--- config.mk ---
export PLATFORM = sky130hd
export DESIGN_NAME = host_port_device_flat
export DESIGN_NICKNAME = d
export VERILOG_FILES = /design/src/rtl/host_port_pkg.sv /design/src/rtl/host_port_if.sv /design/src/rtl/host_port_device.sv /design/src/flat_wrapper.sv
export VERILOG_INCLUDE_DIRS = /design/src /design/src/rtl
export SDC_FILE = /design/constraint.sdc
export NUM_CORES = 1
export LEC_CHECK = 0
export BUFFER_PORTS_ARGS = -buffer_cell sky130_fd_sc_hd__buf_4
export CAP_MARGIN = 20
export CORE_MARGIN = 4
export CORE_UTILIZATION = 25
export DETAILED_ROUTE_END_ITERATION = 7
export GPL_ROUTABILITY_DRIVEN = 1
export HOLD_SLACK_MARGIN = 0.08
export SETUP_SLACK_MARGIN = 0.15
export SLEW_MARGIN = 20
export SYNTH_ARGS = -nofsm -noshare
export SYNTH_HDL_FRONTEND = slang
export SYNTH_SLANG_ARGS = --single-unit
--- constraint.sdc ---
create_clock -name I_CLK -period 1.6 [get_ports I_CLK]
set_clock_uncertainty 0.15 [all_clocks]
set_input_delay 0.16 -clock I_CLK [delete_from_list [all_inputs] [get_ports I_CLK]]
set_output_delay 0.16 -clock I_CLK [all_outputs]
set_load 0.03 [all_outputs]
--- src/rtl/host_port_cfg.svh ---
`ifndef HOST_PORT_CFG_SVH
`define HOST_PORT_CFG_SVH
// Overview of operation
// RQ1: Single strobe: data strobe plus select transfers
// RQ2: Dual strobe: shared strobe is write strobe
// RQ3: No transfer without chip select asserted
// RQ4: Mode 0: one open-drain service request
// RQ5: Mode 1: request pin is transmit request
// RQ6: Mode 1: acknowledge pin is receive request
// RQ7: Mode 0: host drives acknowledge for DMA
// RQ8: Mode 0: acknowledge also interrupt acknowledge handshake
// RQ9: Reset disconnects pins, ignores inputs, releases requests
// RQ10: Unselected port: pins are individual GPIO bits
// RQ11: Single strobe: direction input selects read/write
// RQ12: Dual strobe: direction pin is read strobe
// RQ13: Requests active low, pulled low to assert
`define HP_MODE_SINGLE 1'b0
`define HP_MODE_DUAL 1'b1
`define HP_REQ_MODE0 1'b0
`define HP_REQ_MODE1 1'b1
`define HP_OD_ASSERT 1'b0
`define HP_OD_RELEASE 1'b1
`define HP_PIN_COUNT 5
`define HP_PIN_DS 0
`define HP_PIN_CS 1
`define HP_PIN_REQ 2
`define HP_PIN_ACK 3
`define HP_PIN_RW 4
`define HP_GPIO_RESET 5'h00
`endif

--- src/rtl/host_port_pkg.sv ---
package host_port_pkg;
  typedef enum logic [1:0]
  {
    ST_IDLE = 2'b00,
    ST_ACCESS = 2'b01,
    ST_DONE = 2'b11
  } access_state_type;
  typedef enum logic [1:0]
  {
    ACC_NONE = 2'b00,
    ACC_READ = 2'b01,
    ACC_WRITE = 2'b10,
    ACC_IACK = 2'b11
  } access_kind_type;
endpackage

--- src/rtl/host_port_if.sv ---
`timescale 1ns/100ps
interface host_port_if;
  // Pins of the shared port; the device end drives with an enable, the host end drives always, the testbench resolves the wire
  logic host_data_strobe;
  logic host_port_select;
  logic host_read_write_dir;
  logic host_acknowledge_in;
  logic req_pin_out;
  logic req_pin_oe;
  logic ack_pin_out;
  logic ack_pin_oe;
  logic [4:0] gpio_dev_out;
  logic [4:0] gpio_dev_oe;
  logic [4:0] pin_level;
  modport device
  (
    input pin_level,
    output req_pin_out, req_pin_oe, ack_pin_out, ack_pin_oe, gpio_dev_out, gpio_dev_oe
  );
  modport host
  (
    input pin_level,
    output host_data_strobe, host_port_select, host_read_write_dir, host_acknowledge_in
  );
endinterface

--- src/rtl/host_port_device.sv ---
`timescale 1ns/100ps
`include "host_port_cfg.svh"
module host_port_device
(
  input wire logic I_CLK, // 40 MHz clock
  input wire logic I_RESET_N, // Async reset, active low
  input wire logic I_CE, // Clock enable
  host_port_if.device BUS, // Pin side
  input wire logic I_PORT_SEL, // Host port function selected
  input wire logic I_BUS_MODE, // 0 single strobe, 1 dual strobe
  input wire logic I_REQ_MODE, // Request mode select
  input wire logic I_TX_REQ, // Core wants transmit service
  input wire logic I_RX_REQ, // Core wants receive service
  input wire logic [4:0] I_GPIO_OUT, // GPIO output values
  input wire logic [4:0] I_GPIO_DIR, // GPIO direction, 1 drives
  output logic [4:0] O_GPIO_IN, // GPIO sampled levels
  output logic O_RD_PULSE, // Host read taken
  output logic O_WR_PULSE, // Host write taken
  output logic O_IACK_PULSE // Host acknowledge taken
);
  import host_port_pkg::*;
  logic active_q;
  logic [4:0] pin_q;
  logic [4:0] gpio_in_q;
  logic strobe_q;
  logic rd_q, wr_q, iack_q, ack_q;
  logic req_oe_q, ackp_oe_q;
  logic [4:0] gpio_out_q, gpio_oe_q;
  wire logic hp_on;
  wire logic cs_n, ds_n, rw_n, ack_n;
  wire logic strobe_now, strobe_rise;
  wire logic is_read, is_write;
  wire logic ack_now, ack_rise;
  wire logic req_any;
  // Active only after reset release; keeps pins isolated in the first cycle too
  assign hp_on = active_q && I_PORT_SEL; // RQ9 RQ10
  assign cs_n = pin_q[`HP_PIN_CS];
  assign ds_n = pin_q[`HP_PIN_DS];
  assign rw_n = pin_q[`HP_PIN_RW];
  assign ack_n = pin_q[`HP_PIN_ACK];
  // Strobes count only with select low; dual mode ORs read and write strobes
  assign strobe_now = hp_on && !cs_n && (I_BUS_MODE == `HP_MODE_SINGLE ? !ds_n : (!ds_n || !rw_n)); // RQ1 RQ2 RQ3
  assign strobe_rise = strobe_now && !strobe_q;
  assign is_read = I_BUS_MODE == `HP_MODE_SINGLE ? rw_n : !rw_n; // RQ11 RQ12
  assign is_write = I_BUS_MODE == `HP_MODE_SINGLE ? !rw_n : !ds_n; // RQ2 RQ11
  // Acknowledge is an input only in mode 0; select need not be low for it
  assign ack_now = hp_on && I_REQ_MODE == `HP_REQ_MODE0 && !ack_n; // RQ7 RQ8
  assign ack_rise = ack_now && !ack_q;
  assign req_any = I_REQ_MODE == `HP_REQ_MODE0 ? (I_TX_REQ || I_RX_REQ) : I_TX_REQ; // RQ4 RQ5
  // Pins sampled as synchronous inputs
  always_ff @(posedge I_CLK or negedge I_RESET_N)
  begin
    if (!I_RESET_N)
    begin
      active_q <= 1'b0;
      pin_q <= `HP_GPIO_RESET;
    end
    else if (I_CE)
    begin
      active_q <= 1'b1;
      pin_q <= BUS.pin_level;
    end
  end
  // Access detection on strobe and acknowledge edges
  always_ff @(posedge I_CLK or negedge I_RESET_N)
  begin
    if (!I_RESET_N)
    begin
      strobe_q <= 1'b0;
      ack_q <= 1'b0;
      rd_q <= 1'b0;
      wr_q <= 1'b0;
      iack_q <= 1'b0;
    end
    else if (I_CE)
    begin
      strobe_q <= strobe_now;
      ack_q <= ack_now;
      rd_q <= strobe_rise && is_read; // RQ1 RQ12
      wr_q <= strobe_rise && is_write && !is_read; // RQ2 RQ11
      iack_q <= ack_rise; // RQ8
    end
  end
  // Open-drain requests: only ever drive low, release otherwise
  always_ff @(posedge I_CLK or negedge I_RESET_N)
  begin
    if (!I_RESET_N)
    begin
      req_oe_q <= 1'b0; // RQ9
      ackp_oe_q <= 1'b0; // RQ9
    end
    else if (I_CE)
    begin
      req_oe_q <= hp_on && req_any; // RQ4 RQ5 RQ13
      ackp_oe_q <= hp_on && I_REQ_MODE == `HP_REQ_MODE1 && I_RX_REQ; // RQ6 RQ13
    end
  end
  // GPIO path when the host function is off
  always_ff @(posedge I_CLK or negedge I_RESET_N)
  begin
    if (!I_RESET_N)
    begin
      gpio_out_q <= `HP_GPIO_RESET;
      gpio_oe_q <= `HP_GPIO_RESET;
      gpio_in_q <= `HP_GPIO_RESET;
    end
    else if (I_CE)
    begin
      gpio_out_q <= I_GPIO_OUT;
      gpio_oe_q <= (active_q && !I_PORT_SEL) ? I_GPIO_DIR : `HP_GPIO_RESET; // RQ10
      gpio_in_q <= (active_q && !I_PORT_SEL) ? pin_q : `HP_GPIO_RESET; // RQ9 RQ10
    end
  end
  assign BUS.req_pin_out = `HP_OD_ASSERT; // RQ13
  assign BUS.req_pin_oe = req_oe_q;
  assign BUS.ack_pin_out = `HP_OD_ASSERT; // RQ13
  assign BUS.ack_pin_oe = ackp_oe_q;
  assign BUS.gpio_dev_out = gpio_out_q;
  assign BUS.gpio_dev_oe = gpio_oe_q;
  assign O_GPIO_IN = gpio_in_q;
  assign O_RD_PULSE = rd_q;
  assign O_WR_PULSE = wr_q;
  assign O_IACK_PULSE = iack_q;
endmodule

--- src/flat_wrapper.sv ---
// flat-port wrapper written by rule: the top's interface ports become plain ports
module host_port_device_flat import host_port_pkg::*;
  (I_CLK, I_RESET_N, I_CE, I_PORT_SEL, I_BUS_MODE, I_REQ_MODE, I_TX_REQ, I_RX_REQ, I_GPIO_OUT, I_GPIO_DIR, O_GPIO_IN, O_RD_PULSE, O_WR_PULSE, O_IACK_PULSE, BUS_pin_level, BUS_req_pin_out, BUS_req_pin_oe, BUS_ack_pin_out, BUS_ack_pin_oe, BUS_gpio_dev_out, BUS_gpio_dev_oe);
  host_port_if BUS_i ();
  input wire logic I_CLK;
  input wire logic I_RESET_N;
  input wire logic I_CE;
  input wire logic I_PORT_SEL;
  input wire logic I_BUS_MODE;
  input wire logic I_REQ_MODE;
  input wire logic I_TX_REQ;
  input wire logic I_RX_REQ;
  input wire logic [4:0] I_GPIO_OUT;
  input wire logic [4:0] I_GPIO_DIR;
  output logic [4:0] O_GPIO_IN;
  output logic O_RD_PULSE;
  output logic O_WR_PULSE;
  output logic O_IACK_PULSE;
  input wire logic [$bits(BUS_i.pin_level)-1:0] BUS_pin_level;
  output wire logic [$bits(BUS_i.req_pin_out)-1:0] BUS_req_pin_out;
  output wire logic [$bits(BUS_i.req_pin_oe)-1:0] BUS_req_pin_oe;
  output wire logic [$bits(BUS_i.ack_pin_out)-1:0] BUS_ack_pin_out;
  output wire logic [$bits(BUS_i.ack_pin_oe)-1:0] BUS_ack_pin_oe;
  output wire logic [$bits(BUS_i.gpio_dev_out)-1:0] BUS_gpio_dev_out;
  output wire logic [$bits(BUS_i.gpio_dev_oe)-1:0] BUS_gpio_dev_oe;
  assign BUS_i.pin_level = BUS_pin_level;
  assign BUS_req_pin_out = BUS_i.req_pin_out;
  assign BUS_req_pin_oe = BUS_i.req_pin_oe;
  assign BUS_ack_pin_out = BUS_i.ack_pin_out;
  assign BUS_ack_pin_oe = BUS_i.ack_pin_oe;
  assign BUS_gpio_dev_out = BUS_i.gpio_dev_out;
  assign BUS_gpio_dev_oe = BUS_i.gpio_dev_oe;
  host_port_device u_core (.I_CLK(I_CLK), .I_RESET_N(I_RESET_N), .I_CE(I_CE), .BUS(BUS_i), .I_PORT_SEL(I_PORT_SEL), .I_BUS_MODE(I_BUS_MODE), .I_REQ_MODE(I_REQ_MODE), .I_TX_REQ(I_TX_REQ), .I_RX_REQ(I_RX_REQ), .I_GPIO_OUT(I_GPIO_OUT), .I_GPIO_DIR(I_GPIO_DIR), .O_GPIO_IN(O_GPIO_IN), .O_RD_PULSE(O_RD_PULSE), .O_WR_PULSE(O_WR_PULSE), .O_IACK_PULSE(O_IACK_PULSE));
endmodule
### Word-level counts from Yosys, hierarchy flattened

Cells that the tools add are included.

* muxes and demuxes: 6
* bitwise operators: 1
* reductions and logical operators: 24

Operator list (number)
* logical AND 1 bit: 14
* 2-to-1 mux 5 bit: 2
* logical NOT 1 bit: 8
* 2-to-1 mux 1 bit: 4
* logical OR 1 bit: 2
* inverter 1 bit: 1

* flip-flop bits (word level): 28
* input port bits: 23
* output and inout bits: 22

### Depth between registers and ports, before layout

Gate-level depths: netlist of the first run.

* depth after elaboration: 7
* gate-level depth with buffers: 4
* gate-level depth less buffers: 3

### Worst setup path before layout of the first run

No wires, ideal clock.

* path kind: reg-to-reg
* start point: register u_core.active_q
* end point: register u_core.wr_q (netlist: u_core.O_WR_PULSE)
* arrival: 1.018 ns
* data required time: 1.354 ns
* setup slack: 0.336 ns
* stages on the path, launching flop included: 4
* path buffers: 0
* period minus slack after synthesis: 1.264 ns
* path through: dfrtp_1 nand3_4 or3_4 o32ai_2

* word-level cells in the longest chain between the ends: 6

RTL lines
* from (decl): line host_port_device.sv:22 `logic active_q;`
* from (signal assigned): line host_port_device.sv:55 `active_q <= 1'b0;`
* from (signal assigned): line host_port_device.sv:60 `active_q <= 1'b1;`
* logical AND 1 bit: line host_port_device.sv:36 `assign hp_on = active_q && I_PORT_SEL;`
* logical AND 1 bit (2 in series): line host_port_device.sv:42 `` assign strobe_now = hp_on && !cs_n && (I_BUS_MODE == `HP_MODE_SINGLE ? !ds_n : (!ds_n || !rw_n)); ``
* logical AND 1 bit: line host_port_device.sv:43 `assign strobe_rise = strobe_now && !strobe_q;`
* logical AND 1 bit (2 in series): line host_port_device.sv:80 `wr_q <= strobe_rise && is_write && !is_read;`
* to (signal assigned): line host_port_device.sv:80
* to (decl): line host_port_device.sv:26 `logic rd_q, wr_q, iack_q, ack_q;`

Every way passes these cells.
A chain may end at the register's enable or synchronous reset.

### Worst setup path after layout of the first run

Ends and elaborated chain as after synthesis.

==> results.json, run 1 <==
{
  "status": "complete, no violations",
  "setup_tns_ps": 0,
  "vias": 843,
  "power_density_nw_per_um2": 923,
  "cts_buffers": 3,
  "p_leak_uw": 0.000823,
  "criticalPathCategory": "register to register",
  "synth_seq_cells": 28,
  "wire_per_inst_um": 13.6,
  "place_ws_ps": 222,
  "finalNonFillerCells": 194,
  "cts_hold_buf": 20,
  "netlist.area_leader.share": 0.629,
  "drt_wl_total_mm": 2.63,
  "ys.flop_type": "dfrtp_1",
  "cp_cell_sequence": "nand3_4 -> or3_4 -> o32ai_2",
  "diodes": 0,
  "multiInputGateArea_um2": 364,
  "fillers": 433,
  "cts_sinks": 28,
  "cp_num_cells": 3,
  "cts-root-buf": "clkbuf_8",
  "hold_path.class": "input port to register",
  "grt_pass1_vias": 905,
  "final-setup-viol-count": 0,
  "insertion_delay_ps": 260,
  "max_freq_ghz": 0.736,
  "yosys_warnings": 0,
  "fp.dieH_um": 74.8,
  "drv_cap": 0,
  "synth_edf_count": 0,
  "ant_nets": 0,
  "drt-initial-drc-count": 39,
  "reg2reg_from": "u_core.active_q$_DFFE_PN0P_",
  "antenna_found_initial": 0,
  "post-dp-hpwl_mm": 1.88,
  "seq_area_um2": 701,
  "gp_congestion": 0.752,
  "start_util": 0.258,
  "coreArea_um2": 4320,
  "worstPathMaxFanout": 5,
  "syn_avg_cell_area_um2": 13.9,
  "grt_usage": 0.104,
  "slew_viol_final": 0,
  "hold_start": "I_PORT_SEL",
  "worst_slack_ps": 241,
  "drive_gt1_frac": 0.423,
  "htreeDepth": 1,
  "die_x_um": 74.8,
  "cp-start-kind": "register",
  "grt_pass1_wl_mm": 4.40,
  "reg2reg_slack_ps": 240,
  "synth.area.top_cells": "dfrtp_1 63%, mux2_2 9.1%, a22o_1 7.9%",
  "clk_pin_slew_ps": 90,
  "worstPathArrival_ps": 1380,
  "crit_family": "simple AND/OR/NAND/NOR gates",
  "async_flop_share": 1.00,
  "viasPerCell": 4.35,
  "final_core_util": 0.398,
  "fin_crit_sh": 0.849,
  "nNetsFinal": 166,
  "end_kind": "register",
  "num_io_pins": 45,
  "synthTopCellsByCount": "28 x dfrtp_1, 10 x a22o_1, 9 x mux2_2",
  "reg2reg_depth": 3,
  "area_growth_pct": 54.2,
  "vdd_ir_drop_max_mv": 0.349,
  "drc": 0,
  "gr-total-overflow": 0,
  "yosysMostFrequentCell": "dfrtp_1",
  "worst_path_max_delay_cell": "dfrtp_1",
  "netlist_area_um2": 1110,
  "die_area_um2": 5590,
  "clockBufferDepth": 2,
  "finalHoldViolations": 0,
  "drt-pass1-iter-count": 4,
  "numPortBuffers": 42,
  "period_minus_slack_ps": 1360,
  "max_stage_delay_ps": 410,
  "min_to": "u_core.BUS.req_pin_oe$_DFFE_PN0P_",
  "tritoncts": "done",
  "yosys.cell_types.count": 24,
  "rows": 24,
  "dp.cells": 170,
  "critPathBufInv": 0,
  "power.total_uw": 1590,
  "worstHoldPathCells": 3,
  "cp_data_required_time_ps": 1620,
  "syn_inst": 80,
  "synth_top_cell_by_area": "dfrtp_1",
  "rsz0062_at_grt": "no",
  "grt_max_degree": 29,
  "ys_seq_area_frac": 0.629,
  "reg2reg_to": "u_core.O_WR_PULSE$_DFFE_PN0P_"
}
==> cell families (layout without fill, tap and decap cells) <==
kind of cell           count (synthesis)  after routing  share of synthesized area
other                                  1              2                    0.00336
AND/OR/NAND/NOR                       10             10                     0.0651
multiplexers                           9              9                     0.0909
AO/OA/AOI/OAI                         21             21                      0.156
XOR/XNOR                               1              1                    0.00786
flip-flops                            28             28                      0.629
buffers and inverters                 10             71                     0.0482
==> state kept, by name, summed over array words and instances (netlist names), 5 cells and up <==
| register | flops |
|---|---|
| u_core.BUS.gpio_dev_oe | 5 |
| u_core.BUS.gpio_dev_out | 5 |
| u_core.O_GPIO_IN | 5 |
| u_core.pin_q | 5 |
==> final cells by class <==
cell class                 count  area share
timing repair buffer          62       0.300
tap                           52      0.0378
clock buffer                   4      0.0320
inverter                       5      0.0109
multi-input combinational     43       0.212
sequential                    28       0.408
==> power breakdown <==
part | internal [uW] | leakage [uW] | switching, uW
Sequential | 766 | 0.000351 | 40.2
Combinational | 174 | 0.000443 | 185
Clock | 220 | 0.0000288 | 201
==> cell usage in the layout (no fill, tap or decap), types with 3 or more instances in the layout <==
cell and n:
a22o_1 10, buf_4 42, clkbuf_8 4, dfrtp_1 28, dlygate4sd3_1 20, inv_1 5, mux2_2 9, nand2_1 3
o2bb2ai_1 4
==> how the worst max path moves through the flow <==
stage / from / end / slack, ps
2_1_floorplan: u_core.active_q$_DFFE_PN0P_ / u_core.O_WR_PULSE$_DFFE_PN0P_ / 340
3_3_place_gp: I_CE / u_core.O_WR_PULSE$_DFFE_PN0P_ / 280
3_5_place_dp: I_CE / u_core.O_WR_PULSE$_DFFE_PN0P_ / 220
4_1_cts: u_core.active_q$_DFFE_PN0P_ / u_core.O_WR_PULSE$_DFFE_PN0P_ / 220
5_1_grt: u_core.active_q$_DFFE_PN0P_ / u_core.O_WR_PULSE$_DFFE_PN0P_ / 180
6_report: u_core.active_q$_DFFE_PN0P_ / u_core.O_WR_PULSE$_DFFE_PN0P_ / 240
==> worst min-delay path, cell delays in order <==
cell,delay (ps)
buf_4,130
nand3_4,70
o2bb2ai_1,70
==> per-layer routing <==
metal,up-vias,global-route usage,part of all wire
met5,-,0,0
met4,0,0.0296,0.0046
met3,2,0.0214,0.053
met2,22,0.192,0.54
met1,417,0.122,0.40
li1,402,-,-
==> repair_timing <==
| action | 4_1_cts | 5_1_grt |
|---|---|---|
| gates resized for setup | 0 | 0 |
| hold endpoints to repair | 47 | 2 |
| buffers inserted | 0 | 0 |
| endpoints found under the setup margin | 0 | 0 |
==> stage by stage <==
step | hold WS (ps) | cell area (um2)
6_report | 44.7 | 1720
5_1_grt | 35.4 | 1720
4_1_cts | 35.6 | 1720
3_5_place_dp | -48.3 | 1460
3_3_place_gp | -58.0 | 1460
2_1_floorplan | -286 | 1120
Note: power is estimated with default switching activity, not from simulation.
==> run 2: changes to the inputs <==
==> constraint.sdc (replaced) <==
create_clock -name I_CLK -period 1.1 [get_ports I_CLK]
set_clock_uncertainty 0.15 [all_clocks]
set_input_delay 0.11 -clock I_CLK [delete_from_list [all_inputs] [get_ports I_CLK]]
set_output_delay 0.11 -clock I_CLK [all_outputs]
set_load 0.03 [all_outputs]
==> run 2 against run 1 <==
  * Sequential cell count unchanged
  * Sequential share of layout area decreased by 4.4 points
  * The flow now finishes with violations (negative hold slack, negative setup slack)
  * Register-to-register slack got worse by 420 ps
  * Hold slack got worse by 140 ps
  * Highest routed layer unchanged
  * Total power increased by 59%
  * Clock power increased by 54%
  * Final area increased by 15%
  * Die area unchanged
  * Largest cell class unchanged
  * Maximum frequency increased by 6.2%
  * Via count increased by 8.2%
==> results.json, run 2 (synthesis gave the netlist of run 1 again) <==
{
  "status": "complete, but fails checks",
  "violations": "negative hold slack, negative setup slack",
  "insertion_delay_ps": 280,
  "drive_gt1_frac": 0.697,
  "drt_wl_total_mm": 2.99,
  "gr-total-overflow": 0,
  "reg2reg_depth": 4,
  "antenna_found_initial": 0,
  "worst_slack_ps": -179,
  "power_density_nw_per_um2": 1270,
  "clk_pin_slew_ps": 100,
  "max_freq_ghz": 0.782,
  "cts_hold_buf": 9,
  "drc": 0,
  "htreeDepth": 1,
  "fp.dieH_um": 74.8,
  "worstPathMaxFanout": 3,
  "area_growth_pct": 77.7,
  "end_kind": "register",
  "p_sw_uw": 706,
  "ant_nets": 0,
  "nNetsFinal": 179,
  "numPortBuffers": 42,
  "min_to": "u_core.pin_q[3]$_DFFE_PN0P_",
  "final_common_cell": "buf_4",
  "cts_buffers": 3,
  "netSwitchingFraction": 0.281,
  "period_minus_slack_ps": 1280,
  "cts-root-buf": "clkbuf_8",
  "hold_path.class": "input port to register",
  "worstPathArrival_ps": 1350,
  "whs_ps": -97.2,
  "post-dp-hpwl_mm": 1.94,
  "vdd_ir_drop_max_mv": 0.970,
  "hold_start": "BUS_pin_level[3]",
  "cts_sinks": 28,
  "reg2reg_slack_ps": -180,
  "finalNonFillerCells": 207,
  "grt_pass1_vias": 974,
  "wire_per_inst_um": 14.4,
  "clockBufferDepth": 2,
  "rsz0062_at_grt": "yes",
  "finalHoldViolations": 10,
  "worstHoldPathCells": 2,
  "drt-initial-drc-count": 43,
  "die_area_um2": 5590,
  "pwr-share-seq": 0.473,
  "reg2reg_from": "u_core.active_q$_DFFE_PN0P_",
  "drt-pass1-iter-count": 4,
  "cp_data_required_time_ps": 1170,
  "start_util": 0.258,
  "gp_congestion": 0.678,
  "pwr-share-comb": 0.268,
  "layout_common_cells": "40 x buf_4, 25 x buf_6, 15 x dfrtp_2",
  "fin_crit_sh": 1.16,
  "p_leak_uw": 0.000925,
  "rows": 24,
  "tritoncts": "done",
  "pwr-share-clk": 0.259,
  "setup_tns_ps": -1120,
  "reg2reg_to": "u_core.O_IACK_PULSE$_DFFE_PN0P_",
  "vias": 912,
  "grt_usage": 0.116,
  "cp-start-kind": "register",
  "slew_viol_final": 0,
  "viasPerCell": 4.41,
  "diodes": 0,
  "drv_cap": 0,
  "power.internal_uw": 1810,
  "die_x_um": 74.8,
  "grt_pass1_wl_mm": 4.82,
  "criticalPathCategory": "register to register",
  "grt_max_degree": 29,
  "final-setup-viol-count": 23,
  "coreArea_um2": 4320,
  "num_io_pins": 45,
  "dp.cells": 178
}
## run 2: cell count changes in the layout (fill, tap and decap cells not counted), sizes merged
cell         previous run  this run
dlygate4sd3            20         9
nor2                    1         2
buf                    42        65
## run 2: power groups by stage
| stage | registers [uW] | logic, uW | clock network [uW] |
|---|---|---|---|
| after floorplan | 1320 | 148 | 0 |
| after detailed placement | 1200 | 506 | 0 |
| after CTS | 1190 | 641 | 658 |
| after global placement | 1190 | 497 | 0 |
| after global routing | 1200 | 717 | 714 |
| final | 1190 | 674 | 650 |
## run 2: final cells by class
| cell class | instances | area, um2 |
|---|---|---|
| fill | 428 | 2340 |
| tap | 52 | 65.1 |
| timing repair buffer | 74 | 672 |
| sequential | 28 | 719 |
| multi-input combinational | 44 | 450 |
| inverter | 5 | 18.8 |
| clock buffer | 4 | 55.1 |
## run 2: timing repair
item                       CTS  global route
setup endpoints to repair   41            44
buffers inserted            10             5
cloned                       1             0
pin swaps                    7             2
hold endpoints to repair    54            13
gates resized for setup     34             5
## run 2: critical path, cell delays in order (launching register included)
cell	delay [ps]
dfrtp_1	400
nand3_4	90
buf_6	130
or3_4	330
o2bb2ai_2	110
## run 2: stage by stage
step            util  worst slack, ps  cell area (um2)  total power (uW)  hold WS [ps]
2_1_floorplan      -             -152             1150              1470          -336
3_3_place_gp   0.358             -154             1550              1690          -104
3_5_place_dp   0.358             -177             1550              1700          -100
4_1_cts        0.442             -163             1910              2490         -98.5
5_1_grt        0.458             -228             1980              2630          -108
6_report       0.458             -179             1980              2520         -97.2
## run 2: metal layers
metal | vias up | GRT usage | share of wire
li1 | 435 | - | -
met1 | 450 | 0.136 | 0.40
met2 | 23 | 0.205 | 0.54
met5 | - | 0 | 0
met3 | 4 | 0.0254 | 0.048
met4 | 0 | 0.0474 | 0.017
## run 2: worst max path at each step
stage                                      endpoint  slack [ps]                        start  cells past startpoint
floorplan             u_core.O_WR_PULSE$_DFFE_PN0P_        -150  u_core.active_q$_DFFE_PN0P_                      3
global placement      u_core.O_WR_PULSE$_DFFE_PN0P_        -150  u_core.active_q$_DFFE_PN0P_                      3
detailed placement    u_core.O_WR_PULSE$_DFFE_PN0P_        -180  u_core.active_q$_DFFE_PN0P_                      3
CTS                 u_core.O_IACK_PULSE$_DFFE_PN0P_        -160  u_core.active_q$_DFFE_PN0P_                      4
global route        u_core.O_IACK_PULSE$_DFFE_PN0P_        -230  u_core.active_q$_DFFE_PN0P_                      4
finish              u_core.O_IACK_PULSE$_DFFE_PN0P_        -180  u_core.active_q$_DFFE_PN0P_                      4
==> run 3: changes to the inputs <==
--- a/config.mk
+++ b/config.mk
@@ -12,9 +12,10 @@
 export CORE_UTILIZATION = 25
 export DETAILED_ROUTE_END_ITERATION = 7
 export GPL_ROUTABILITY_DRIVEN = 1
+export GPL_TIMING_DRIVEN = 0
 export HOLD_SLACK_MARGIN = 0.08
+export RECOVER_POWER = 50
 export SETUP_SLACK_MARGIN = 0.15
-export SLEW_MARGIN = 20
 export SYNTH_ARGS = -nofsm -noshare
 export SYNTH_HDL_FRONTEND = slang
 export SYNTH_SLANG_ARGS = --single-unit
==> run 3 against run 2 <==
  * The run still ends with negative hold slack, negative setup slack left
  * Sequential power about the same
  * Clock-buffer cell count down 1
  * Die area unchanged
  * Critical endpoint is now u_core.O_WR_PULSE$_DFFE_PN0P_
  * Largest power group unchanged
==> results.json, run 3 (synthesis gave the netlist of run 1 again) <==
{
  "placed_cell_area_um2": 1520,
  "htreeDepth": 1,
  "cp-start-kind": "register",
  "worstHoldPathCells": 2,
  "nNetsFinal": 177,
  "drt-pass1-iter-count": 4,
  "num_io_pins": 45,
  "clockBufferDepth": 2,
  "clk_pin_slew_ps": 100,
  "drc": 0,
  "cts_sinks": 28,
  "pwr-share-seq": 0.451,
  "viasPerCell": 4.44,
  "worst_slack_ps": -157,
  "die_x_um": 74.8,
  "hold_path.class": "input port to register",
  "cts-root-buf": "clkbuf_8",
  "coreArea_um2": 4320,
  "netSwitchingFraction": 0.261,
  "worstPathMaxFanout": 4,
  "max_slew_margin": 0.584,
  "fp.dieH_um": 74.8,
  "start_util": 0.258,
  "whs_ps": -98.6,
  "die_area_um2": 5590,
  "drt-initial-drc-count": 40,
  "slew_viol_final": 0,
  "final_common_cell": "buf_4",
  "numPortBuffers": 41,
  "gp_congestion": 0.693,
  "place_ws_ps": -209,
  "rows": 24,
  "pwr-share-comb": 0.243,
  "diodes": 0,
  "period_minus_slack_ps": 1260,
  "fin_crit_sh": 1.14,
  "grt_usage": 0.110,
  "finalHoldViolations": 10,
  "grt_pass1_vias": 944,
  "drv_cap": 0,
  "worstPathArrival_ps": 1310,
  "final_core_util": 0.448,
  "power_density_nw_per_um2": 1360,
  "insertion_delay_ps": 280,
  "tritoncts": "done",
  "ant_nets": 0,
  "tightest_slew_ps": 624,
  "pwr-share-clk": 0.307,
  "grt_max_degree": 29,
  "p_leak_uw": 0.000911,
  "reg2reg_depth": 3,
  "drive_gt1_frac": 0.667,
  "violations": "negative hold slack, negative setup slack",
  "area_growth_pct": 73.7,
  "final-setup-viol-count": 25,
  "max_freq_ghz": 0.795,
  "end_kind": "register",
  "grt_pass1_wl_mm": 4.62,
  "cts_buffers": 3,
  "design_area_um2": 1940,
  "layout_common_cells": "38 x buf_4, 23 x buf_6, 14 x dfrtp_1, 14 x dfrtp_2, 10 x a22o_1",
  "p_sw_uw": 690,
  "vdd_ir_drop_max_mv": 1.12,
  "vias": 910,
  "status": "complete, but fails checks",
  "drt_wl_total_mm": 2.89,
  "rsz0062_at_grt": "yes",
  "power.internal_uw": 1950,
  "cp_data_required_time_ps": 1150,
  "wire_per_inst_um": 14.1,
  "antenna_found_initial": 0,
  "post-dp-hpwl_mm": 1.91,
  "criticalPathCategory": "register to register",
  "gr-total-overflow": 0
}
[run 3: power by group through the flow]
| stage | clock network (uW) | registers [uW] | logic, uW |
|---|---|---|---|
| 2_1_floorplan | 0 | 1320 | 148 |
| 3_3_place_gp | 0 | 1200 | 481 |
| 3_5_place_dp | 0 | 1200 | 489 |
| 4_1_cts | 828 | 1190 | 609 |
| 5_1_grt | 879 | 1200 | 684 |
| 6_report | 810 | 1190 | 641 |
[run 3: final timing paths]
check	from	endpoint	slack, ps
setup / recovery	u_core.active_q$_DFFE_PN0P_	u_core.O_WR_PULSE$_DFFE_PN0P_	-160
hold reg to reg	u_core.pin_q[2]$_DFFE_PN0P_	u_core.O_GPIO_IN[2]$_DFFE_PN0P_	350
max in group asynchronous	I_RESET_N	u_core.O_GPIO_IN[3]$_DFFE_PN0P_	120
min in group asynchronous	I_RESET_N	u_core.ack_q$_DFFE_PN0P_	230
setup reg to reg	u_core.active_q$_DFFE_PN0P_	u_core.O_WR_PULSE$_DFFE_PN0P_	-160
hold / removal	BUS_pin_level[0]	u_core.pin_q[0]$_DFFE_PN0P_	-100
[run 3: stage by stage]
step	power, uW	TNS, ps	hold WS (ps)	std cells
6_report	2640	-1020	-98.6	205
5_1_grt	2760	-2850	-109	205
4_1_cts	2620	-698	-102	197
3_5_place_dp	1690	-630	-98.2	174
3_3_place_gp	1680	-431	-108	174
2_1_floorplan	1470	-249	-336	81
[run 3: final cells by class]
type | instances | area [um2]
fillers | 423 | 2390
flip-flops and latches | 28 | 718
repair buffers | 67 | 602
multi-input cells | 44 | 419
well taps | 52 | 65.1
plain buffers | 5 | 42.5
clock buffers | 3 | 41.3
clock inverters | 1 | 30.0
inverters | 5 | 18.8
[run 3: worst max-delay path, cell delays in order (launching register included)]
cell and delay, ps:
dfrtp_1 400, nand3_4 100, or3_4 340, o32ai_2 190
[run 3: what timing repair did]
action / 4_1_cts / 5_1_grt
setup endpoints to repair: 38 / 43
cloned: 1 / 0
resized for setup: 26 / 4
pin swaps: 4 / 1
setup buffers: 10 / 7
hold buffers: 8 / 1
hold endpoints to repair: 52 / 20
[run 3: routing by layer]
layer | vias up | part of all wire | track usage | routed length (um)
li1 | 427 | - | - | -
met1 | 453 | 0.40 | 0.138 | 1160
met5 | - | 0 | 0 | 0
met3 | 5 | 0.046 | 0.0227 | 134
met2 | 25 | 0.54 | 0.186 | 1550
met4 | 0 | 0.015 | 0.0415 | 44
